**src/rtl/ccg_pkg.sv**
```systemverilog
package ccg_pkg;

   // ****************************************************************
   // register offsets (byte addresses)
   // ****************************************************************
   localparam logic [7:0] PROC_CLK_CTRL_OFS = 8'h00;
   localparam logic [7:0] MAIN_CLK_MODE_OFS = 8'h04;
   localparam logic [7:0] INT_OSC_MODE_OFS = 8'h08;
   localparam logic [7:0] MAIN_OSC_CTRL_OFS = 8'h0C;
   localparam logic [7:0] OSC_MODE_SEL_OFS = 8'h10;
   localparam logic [7:0] SUB_START_CTRL_OFS = 8'h14;

   // ****************************************************************
   // field positions
   // ****************************************************************
   localparam int CPU_SUB_SEL_BIT = 4;
   localparam int CPU_SUB_STS_BIT = 5;
   localparam int MAIN_SRC_SEL_BIT = 0;
   localparam int MAIN_SRC_STS_BIT = 1;
   localparam int HS_HALT_BIT = 0;
   localparam int HS_STS_BIT = 7;
   localparam int MAIN_HALT_BIT = 7;
   localparam int MAIN_EXT_BIT = 7;
   localparam int MAIN_PIN_BIT = 6;
   localparam int SUB_EXT_BIT = 5;
   localparam int SUB_PIN_BIT = 4;
   localparam int AMP_BIT = 0;
   localparam int EARLY_BIT = 0;
   localparam int STALL_STS_BIT = 1;

   // ****************************************************************
   // reset values
   // ****************************************************************
   localparam logic MAIN_OSC_HALT_RST = 1'b1;
   localparam logic INT_HS_OSC_HALT_RST = 1'b0;

   // ****************************************************************
   // timing
   // ****************************************************************
   localparam real CLK_MHZ = 200.0;
   localparam real STALL_MIN_US = 4.06;
   localparam real STALL_MAX_US = 16.12;
   localparam int STALL_MIN_CYC = int'($ceil(STALL_MIN_US * CLK_MHZ));
   localparam int STALL_MAX_CYC = int'($floor(STALL_MAX_US * CLK_MHZ));
   localparam int EXT_STALL_EDGES = 160;
   localparam logic [11:0] XTAL_STALL_LAST = 12'(STALL_MIN_CYC - 1);
   localparam logic [11:0] EXT_STALL_LAST = 12'(EXT_STALL_EDGES - 1);

   // ****************************************************************
   // types
   // ****************************************************************
   typedef enum logic [1:0] {SRC_INT_HS, SRC_MAIN, SRC_SUB} ccg_src_e;
   typedef enum logic [1:0] {ST_RUN, ST_XTAL, ST_EXT} ccg_stall_e;

endpackage : ccg_pkg

```
**src/rtl/ccg_clk_switch.sv**
```systemverilog
`timescale 1ns/1ps
module ccg_clk_switch
   import ccg_pkg::*;
(
   input wire logic clk_sys_in,
   input wire logic reset_n_in,
   input wire logic [2:0] src_lvl_in,
   input wire ccg_src_e target_in,
   input wire logic stall_in,
   output logic clk_out,
   output ccg_src_e active_out
);

   typedef struct packed {
      logic out;
      logic blocked;
      ccg_src_e cur;
   } ccg_switch_s;

   ccg_switch_s r;
   ccg_switch_s n;
   logic lvl;

   // ****************************************************************
   // glitch-free selection
   // ****************************************************************
   always_comb begin
      n = r;
      lvl = src_lvl_in[r.cur];
      // a high phase always runs to its end; new highs wait for release
      if (r.out) begin
         n.out = lvl;
      end else begin
         n.out = lvl & ~r.blocked & ~stall_in;
      end
      if (r.blocked && !lvl) begin
         n.blocked = 1'b0;
      end
      // hop only with both old level and output low; new source must
      // show a low before its first high passes, else half a phase
      if (target_in != r.cur && !r.out && !lvl) begin
         n.cur = target_in;
         n.blocked = 1'b1;
      end
   end

   always_ff @(posedge clk_sys_in or negedge reset_n_in) begin
      if (!reset_n_in) begin
         r <= '0;
      end else begin
         r <= n;
      end
   end

   assign clk_out = r.out;
   assign active_out = r.cur;
endmodule : ccg_clk_switch

```
**src/rtl/ccg_cpu_clk_guard.sv**
```systemverilog
`timescale 1ns/1ps
// Contract
// - crystal: cpu clock withheld 4.06 to 16.12 us after amp set
// - external main: cpu clock withheld 160 input clocks after amp set
// - hs oscillator halt honoured once cpu runs on main source
// - main halt stops crystal or external main input
// - on sub source, hs halt and main halt are honoured
// - clearing sub pin enable stops sub crystal or external input while early is clear
// - cpu sub select bit 4; main source select bit 0
// - hs status bit 7, hs halt bit 0
// - main source status is read-only bit 1
// - main halt is bit 7 of main oscillator control
// - ext, pin, sub ext, sub pin bits 7..4; amp bit 0
// - cpu sub status is read-only bit 5
module ccg_cpu_clk_guard
   import ccg_pkg::*;
(
   input wire logic clk_sys_in,
   input wire logic reset_n_in,
   input wire logic psel_in,
   input wire logic penable_in,
   input wire logic pwrite_in,
   input wire logic [7:0] paddr_in,
   input wire logic [31:0] pwdata_in,
   output logic [31:0] prdata_out,
   output logic pready_out,
   output logic pslverr_out,
   input wire logic int_hs_clk_in,
   input wire logic main_clk_in,
   input wire logic sub_clk_in,
   input wire logic int_hs_ready_in,
   output logic int_hs_osc_en_out,
   output logic main_xtal_en_out,
   output logic main_ext_in_en_out,
   output logic sub_xtal_en_out,
   output logic sub_ext_in_en_out,
   output logic amp_high_out,
   output logic cpu_clk_out,
   output logic cpu_stall_out
);

   typedef struct packed {
      logic [3:0] sync1;
      logic [3:0] sync2;
      logic main_d;
      logic cpu_sub_sel;
      logic main_src_sel;
      logic main_sts;
      logic hs_halt;
      logic main_halt;
      logic main_ext;
      logic main_pin;
      logic sub_ext;
      logic sub_pin;
      logic amp;
      logic early;
      ccg_stall_e stall;
      logic [11:0] cnt;
      logic [31:0] rdata;
      logic [11:0] h_len;
      logic [7:0] h_edges;
   } ccg_guard_s;

   localparam ccg_guard_s GUARD_RST = '{
      main_halt: MAIN_OSC_HALT_RST,
      hs_halt: INT_HS_OSC_HALT_RST,
      stall: ST_RUN,
      default: '0};

   ccg_guard_s r;
   ccg_guard_s n;
   ccg_src_e active;
   ccg_src_e target;
   logic cpu_clk;
   logic main_edge;
   logic wr;
   logic amp_set;

   // ****************************************************************
   // helpers
   // ****************************************************************
   function automatic logic hit(input logic [7:0] a);
      return a == PROC_CLK_CTRL_OFS || a == MAIN_CLK_MODE_OFS ||
             a == INT_OSC_MODE_OFS || a == MAIN_OSC_CTRL_OFS ||
             a == OSC_MODE_SEL_OFS || a == SUB_START_CTRL_OFS;
   endfunction : hit

   function automatic logic [31:0] reg_word(input logic [7:0] a,
                                            input ccg_guard_s s,
                                            input ccg_src_e act);
      logic [31:0] w;
      w = 32'h0000_0000;
      case (a)
         PROC_CLK_CTRL_OFS: begin
            w[CPU_SUB_SEL_BIT] = s.cpu_sub_sel;
            w[CPU_SUB_STS_BIT] = (act == SRC_SUB);
         end
         MAIN_CLK_MODE_OFS: begin
            w[MAIN_SRC_SEL_BIT] = s.main_src_sel;
            w[MAIN_SRC_STS_BIT] = s.main_sts;
         end
         INT_OSC_MODE_OFS: begin
            w[HS_HALT_BIT] = s.hs_halt;
            w[HS_STS_BIT] = s.sync2[3];
         end
         MAIN_OSC_CTRL_OFS: begin
            w[MAIN_HALT_BIT] = s.main_halt;
         end
         OSC_MODE_SEL_OFS: begin
            w[MAIN_EXT_BIT] = s.main_ext;
            w[MAIN_PIN_BIT] = s.main_pin;
            w[SUB_EXT_BIT] = s.sub_ext;
            w[SUB_PIN_BIT] = s.sub_pin;
            w[AMP_BIT] = s.amp;
         end
         SUB_START_CTRL_OFS: begin
            w[EARLY_BIT] = s.early;
            w[STALL_STS_BIT] = (s.stall != ST_RUN);
         end
         default: begin
         end
      endcase
      return w;
   endfunction : reg_word

   // ****************************************************************
   // source enables
   // ****************************************************************
   // halts act at once; software owns the rule of not halting the
   // source the cpu still runs on
   assign int_hs_osc_en_out = ~r.hs_halt;
   assign main_xtal_en_out = ~r.main_halt & r.main_pin &
                             ~r.main_ext;
   assign main_ext_in_en_out = ~r.main_halt & r.main_pin &
                               r.main_ext;
   assign sub_xtal_en_out = r.early | (r.sub_pin & ~r.sub_ext);
   assign sub_ext_in_en_out = ~r.early & r.sub_pin & r.sub_ext;
   assign amp_high_out = r.amp;

   assign target = r.cpu_sub_sel ? SRC_SUB :
                   (r.main_src_sel ? SRC_MAIN : SRC_INT_HS);
   assign main_edge = r.sync2[1] & ~r.main_d;
   assign wr = psel_in & penable_in & pwrite_in & hit(paddr_in);
   assign amp_set = pwdata_in[AMP_BIT] & ~r.amp & pwdata_in[MAIN_PIN_BIT];

   // ****************************************************************
   // next state
   // ****************************************************************
   always_comb begin
      n = r;
      n.sync1 = {int_hs_ready_in, sub_clk_in, main_clk_in, int_hs_clk_in};
      n.sync2 = r.sync1;
      n.main_d = r.sync2[1];
      if (active == SRC_MAIN) begin
         n.main_sts = 1'b1;
      end else if (active == SRC_INT_HS) begin
         n.main_sts = 1'b0;
      end else begin
         // main clock choice moves in the background while on sub
         n.main_sts = r.main_src_sel;
      end
      if (psel_in && !penable_in) begin
         n.rdata = reg_word(paddr_in, r, active);
      end
      case (r.stall)
         ST_RUN: begin
         end
         ST_XTAL: begin
            // shortest legal hold keeps the cpu waiting least
            if (r.cnt == XTAL_STALL_LAST) begin
               n.stall = ST_RUN;
            end else begin
               n.cnt = r.cnt + 12'h001;
            end
         end
         ST_EXT: begin
            // a dead input would freeze the cpu, so disabling it ends
            // the hold early
            if (!main_ext_in_en_out) begin
               n.stall = ST_RUN;
            end else if (main_edge) begin
               if (r.cnt == EXT_STALL_LAST) begin
                  n.stall = ST_RUN;
               end else begin
                  n.cnt = r.cnt + 12'h001;
               end
            end
         end
         default: begin
            n.stall = ST_RUN;
         end
      endcase
      if (wr) begin
         case (paddr_in)
            PROC_CLK_CTRL_OFS: begin
               n.cpu_sub_sel = pwdata_in[CPU_SUB_SEL_BIT];
            end
            MAIN_CLK_MODE_OFS: begin
               n.main_src_sel = pwdata_in[MAIN_SRC_SEL_BIT];
            end
            INT_OSC_MODE_OFS: begin
               n.hs_halt = pwdata_in[HS_HALT_BIT];
            end
            MAIN_OSC_CTRL_OFS: begin
               n.main_halt = pwdata_in[MAIN_HALT_BIT];
            end
            OSC_MODE_SEL_OFS: begin
               n.main_ext = pwdata_in[MAIN_EXT_BIT];
               n.main_pin = pwdata_in[MAIN_PIN_BIT];
               n.sub_ext = pwdata_in[SUB_EXT_BIT];
               n.sub_pin = pwdata_in[SUB_PIN_BIT];
               n.amp = pwdata_in[AMP_BIT];
               if (amp_set) begin
                  n.stall = pwdata_in[MAIN_EXT_BIT] ? ST_EXT :
                            ST_XTAL;
                  n.cnt = 12'h000;
               end
            end
            SUB_START_CTRL_OFS: begin
               n.early = pwdata_in[EARLY_BIT];
            end
            default: begin
            end
         endcase
      end
      n.h_len = (r.stall == ST_XTAL) ? r.h_len + 12'h001 : 12'h000;
      n.h_edges = (r.stall == ST_EXT) ?
                  r.h_edges + {7'h00, main_edge} : 8'h00;
   end

   always_ff @(posedge clk_sys_in or negedge reset_n_in) begin
      if (!reset_n_in) begin
         r <= GUARD_RST;
      end else begin
         r <= n;
      end
   end

   // ****************************************************************
   // cpu clock switch
   // ****************************************************************
   ccg_clk_switch u_switch (
      .clk_sys_in(clk_sys_in),
      .reset_n_in(reset_n_in),
      .src_lvl_in(r.sync2[2:0]),
      .target_in(target),
      .stall_in(r.stall != ST_RUN),
      .clk_out(cpu_clk),
      .active_out(active)
   );

   assign cpu_clk_out = cpu_clk;
   assign cpu_stall_out = (r.stall != ST_RUN);
   assign prdata_out = r.rdata;
   assign pready_out = 1'b1;
   assign pslverr_out = psel_in & penable_in & ~hit(paddr_in);
endmodule : ccg_cpu_clk_guard

```
**config.mk**
```make
export PLATFORM = sky130hd
export DESIGN_NAME = ccg_cpu_clk_guard
export DESIGN_NICKNAME = d
export VERILOG_FILES = /design/src/rtl/ccg_pkg.sv /design/src/rtl/ccg_clk_switch.sv /design/src/rtl/ccg_cpu_clk_guard.sv
export SDC_FILE = /design/constraint.sdc
export NUM_CORES = 1
export LEC_CHECK = 0
export BUFFER_PORTS_ARGS = -buffer_cell sky130_fd_sc_hd__buf_2
export CORE_MARGIN = 1.5
export CORE_UTILIZATION = 40
export DETAILED_ROUTE_END_ITERATION = 10
export PLACE_DENSITY = 0.72
export REMOVE_ABC_BUFFERS = 1
export SYNTH_ARGS = -nofsm -noshare
export SYNTH_HDL_FRONTEND = slang
export SYNTH_SLANG_ARGS = --single-unit
```
**constraint.sdc**
```tcl
create_clock -name clk_sys_in -period 5.8 [get_ports clk_sys_in]
set_input_delay 0.87 -clock clk_sys_in [delete_from_list [all_inputs] [get_ports clk_sys_in]]
set_output_delay 0.87 -clock clk_sys_in [all_outputs]
set_load 0.01 [all_outputs]
```
==> run metrics <==
# hold bufs at CTS=0; Max IR drop VDD=0.000147 V; clock power share=0.282; Mapped Area=2650 um^2; sequential power share=0.531; Static Leak=between 0.001 and 0.0015 uW; WP data arrival=roughly 3.2 ns; Post-Route Skew=0.00858 ns; Std-Cell Core Area=between 6000 and 7000 um^2; Slew @ Worst Pin=~1.0 ns; GRT Total Usage=0.153; Hold Crit Class=reg2reg; post-place setup slack=2.43 ns; Top Usage Layer GRT=met2; Final setup viols=0; pwr dens=~240 nW/um^2; area share of the leading cell type in the synthesized netlist=0.406; FMAX=around 0.33 GHz; top-count cell post-synth=dfrtp_1; Tmin final=between 3 and 4 ns; RSZ-0062 raised after global routing=no; antenna violations before repair=0; TritonCTS clock tree=built; synth unique cells=53; post-synth top area cell=dfrtp_1; nets=356; post-CTS setup repair buffer count=0; Post-CTS Resized=0; row cnt=29; WL/cell=13.8 um; fin util=0.439; Seq cells post-synth=44; EDFF count, synth=0; drt pass-1 iters=4; Max Cap Viol=0; CP Launch Type=primary input; Hold Vio Cnt, Final=0; hold path start=n[80]; DR vias=2067; Sink Count=44; vias per cell=5.44; sequential area share after synthesis=0.416; share of cells above drive strength 1=0.205; Max clock buf depth=2; Worst Path Max Fanout=15; Clk Latency, worst-skew pair=about 0.3 ns; Detail Placement HPWL=3800 um; Register Area=1100 um^2; diode count=0; Initial Util=0.415; IO buf count=36; total die area=7120 um^2; M2 GR Usage=0.231; Final period util=0.522; synth top area cells=dfrtp_1 (41%), buf_4 (9.4%), nand2_1 (3.1%), a21oi_1 (2.6%), ha_1 (2.4%); clk slew on worst S/H paths=approximately 0.090 ns; Initial DRC Count=175; critical path endpoint category=register; RR Startpoint=r[52]; wirelength, routed=around 5300 um; largest net degree at the start of global routing=45; area delta synth->final=5.81%; DR DRC count=0; M1 GR Usage=0.215; Die Span Y=approximately 84 um; Num CTS Buffers=5; Combinational Power Share=0.187; Filler Cell Count=622; Cell Int Power=459 uW; placed instance count=approximately 370; Multi-input gate area=1290 um^2; Async S/R FF share, synth=1.00; Mapped Cells=279; Commonest cells post-synth=dfrtp_1 (43), buf_4 (33), nand2_1 (22), nor2_1 (16), a21oi_1 (14); outcome=complete, no violations; required time worst endpoint=6.00 ns; Setup WS post-layout=roughly 2.8 ns; top-level port count=91; GR Overflow Total=0; GR Layer Usage met3=0.0324; origin of the worst setup path=paddr_in[5]; setup_tns=0 ns; Die X=around 84 um; Cell Count, Final, Fillers Out=380; Sw Pwr=219 uW; Max-slew headroom=0.324; ys flop type=dfrtp_1; critical setup path kind=in2reg; switch share=0.323; gp weighted congestion=0.884; CTS root buffer=clkbuf_8; syn_area_per_cell=approximately 9.5 um^2; yosys warns=0; Slew Limit Fails=0; Routed Antenna Nets=0; # H-tree levels=2; first-pass GRT wire length=8780 um; vias in the first global route=1829
cells by family (layout without fill, tap and decap cells):
family	after synthesis	in the layout	share of synthesized area
other	2	27	0.00284
multiplexers	15	15	0.0666
buffers and inverters	58	57	0.132
adder cells (fa/ha/maj)	5	5	0.0236
XOR/XNOR	1	1	0.00331
AND/OR/NAND/NOR	95	95	0.199
flip-flops	44	44	0.416
AO/OA/AOI/OAI	59	59	0.155
path summary, 6_finish.rpt:
path                                  to  cells past startpoint  slack, ns
max                                r[65]                      6       2.77
max in group asynchronous          r[62]                      1       4.48
min reg2reg                        r[80]                      0       0.35
max reg2reg                        r[55]                      6       3.64
min                                r[80]                      0       0.35
min in group asynchronous  prdata_out[0]                      1       0.70
power by group through the flow:
stage	Combinational, uW	Clock [uW]	Sequential (uW)
after floorplan	88.1	0	356
after global placement	124	0	364
after detailed placement	125	0	365
after CTS	126	197	359
after global routing	141	207	365
final	127	191	360
placed cells by master (no fill, tap or decap), types with 4 or more instances in the layout:
master and count:
a21oi_1 14, a31o_2 4, a31oi_1 6, a41oi_1 4
buf_2 36, clkbuf_8 5, conb_1 27, dfrtp_1 43
ha_1 5, inv_1 13, mux2_2 5, mux2_4 4
mux2i_1 6, nand2_1 22, nand3_1 12, nand3b_1 5
nand4_1 6, nor2_1 16, nor3_1 6, o21ai_0 6
o31ai_1 8
stage by stage:
step / cell area, um^2 / power [uW] / hold WS, ns
detailed placement: 2720 / 490 / 0.335
CTS: 2800 / 682 / 0.353
global route: 2800 / 713 / 0.360
finish: 2800 / 678 / 0.351
floorplan: 2440 / 444 / 0.331
global placement: 2720 / 488 / 0.333
area by class of cell:
| class | count | share of cell area |
|---|---|---|
| Multi-Input combinational cell | 202 | 0.460 |
| Tap cell | 77 | 0.0344 |
| Clock buffer | 6 | 0.0259 |
| Clock inverter | 2 | 0.00447 |
| Sequential cell | 44 | 0.393 |
| Timing Repair Buffer | 36 | 0.0643 |
| Inverter | 13 | 0.0174 |
critical path, cell delays in order:
cell,delay (ns)
buf_2,0.09
or4_4,0.54
or4_4,0.47
nor3_2,0.84
nor3_1,0.17
a22o_1,0.23
per-layer routing:
metal / share of wire / up-vias
li1: - / 992
met1: 0.45 / 991
met2: 0.46 / 77
met3: 0.063 / 7
met4: 0.018 / 0
met5: 0 / -
sequential cells by signal, summed over array words and instances (netlist names):
register / count
u_switch.clk_out: 1
n: 5
amp_high_out: 1
u_switch.r: 1
u_switch.active_out: 2
prdata_out: 6
r: 28
No activity file was read; power rests on OpenSTA's default activity.
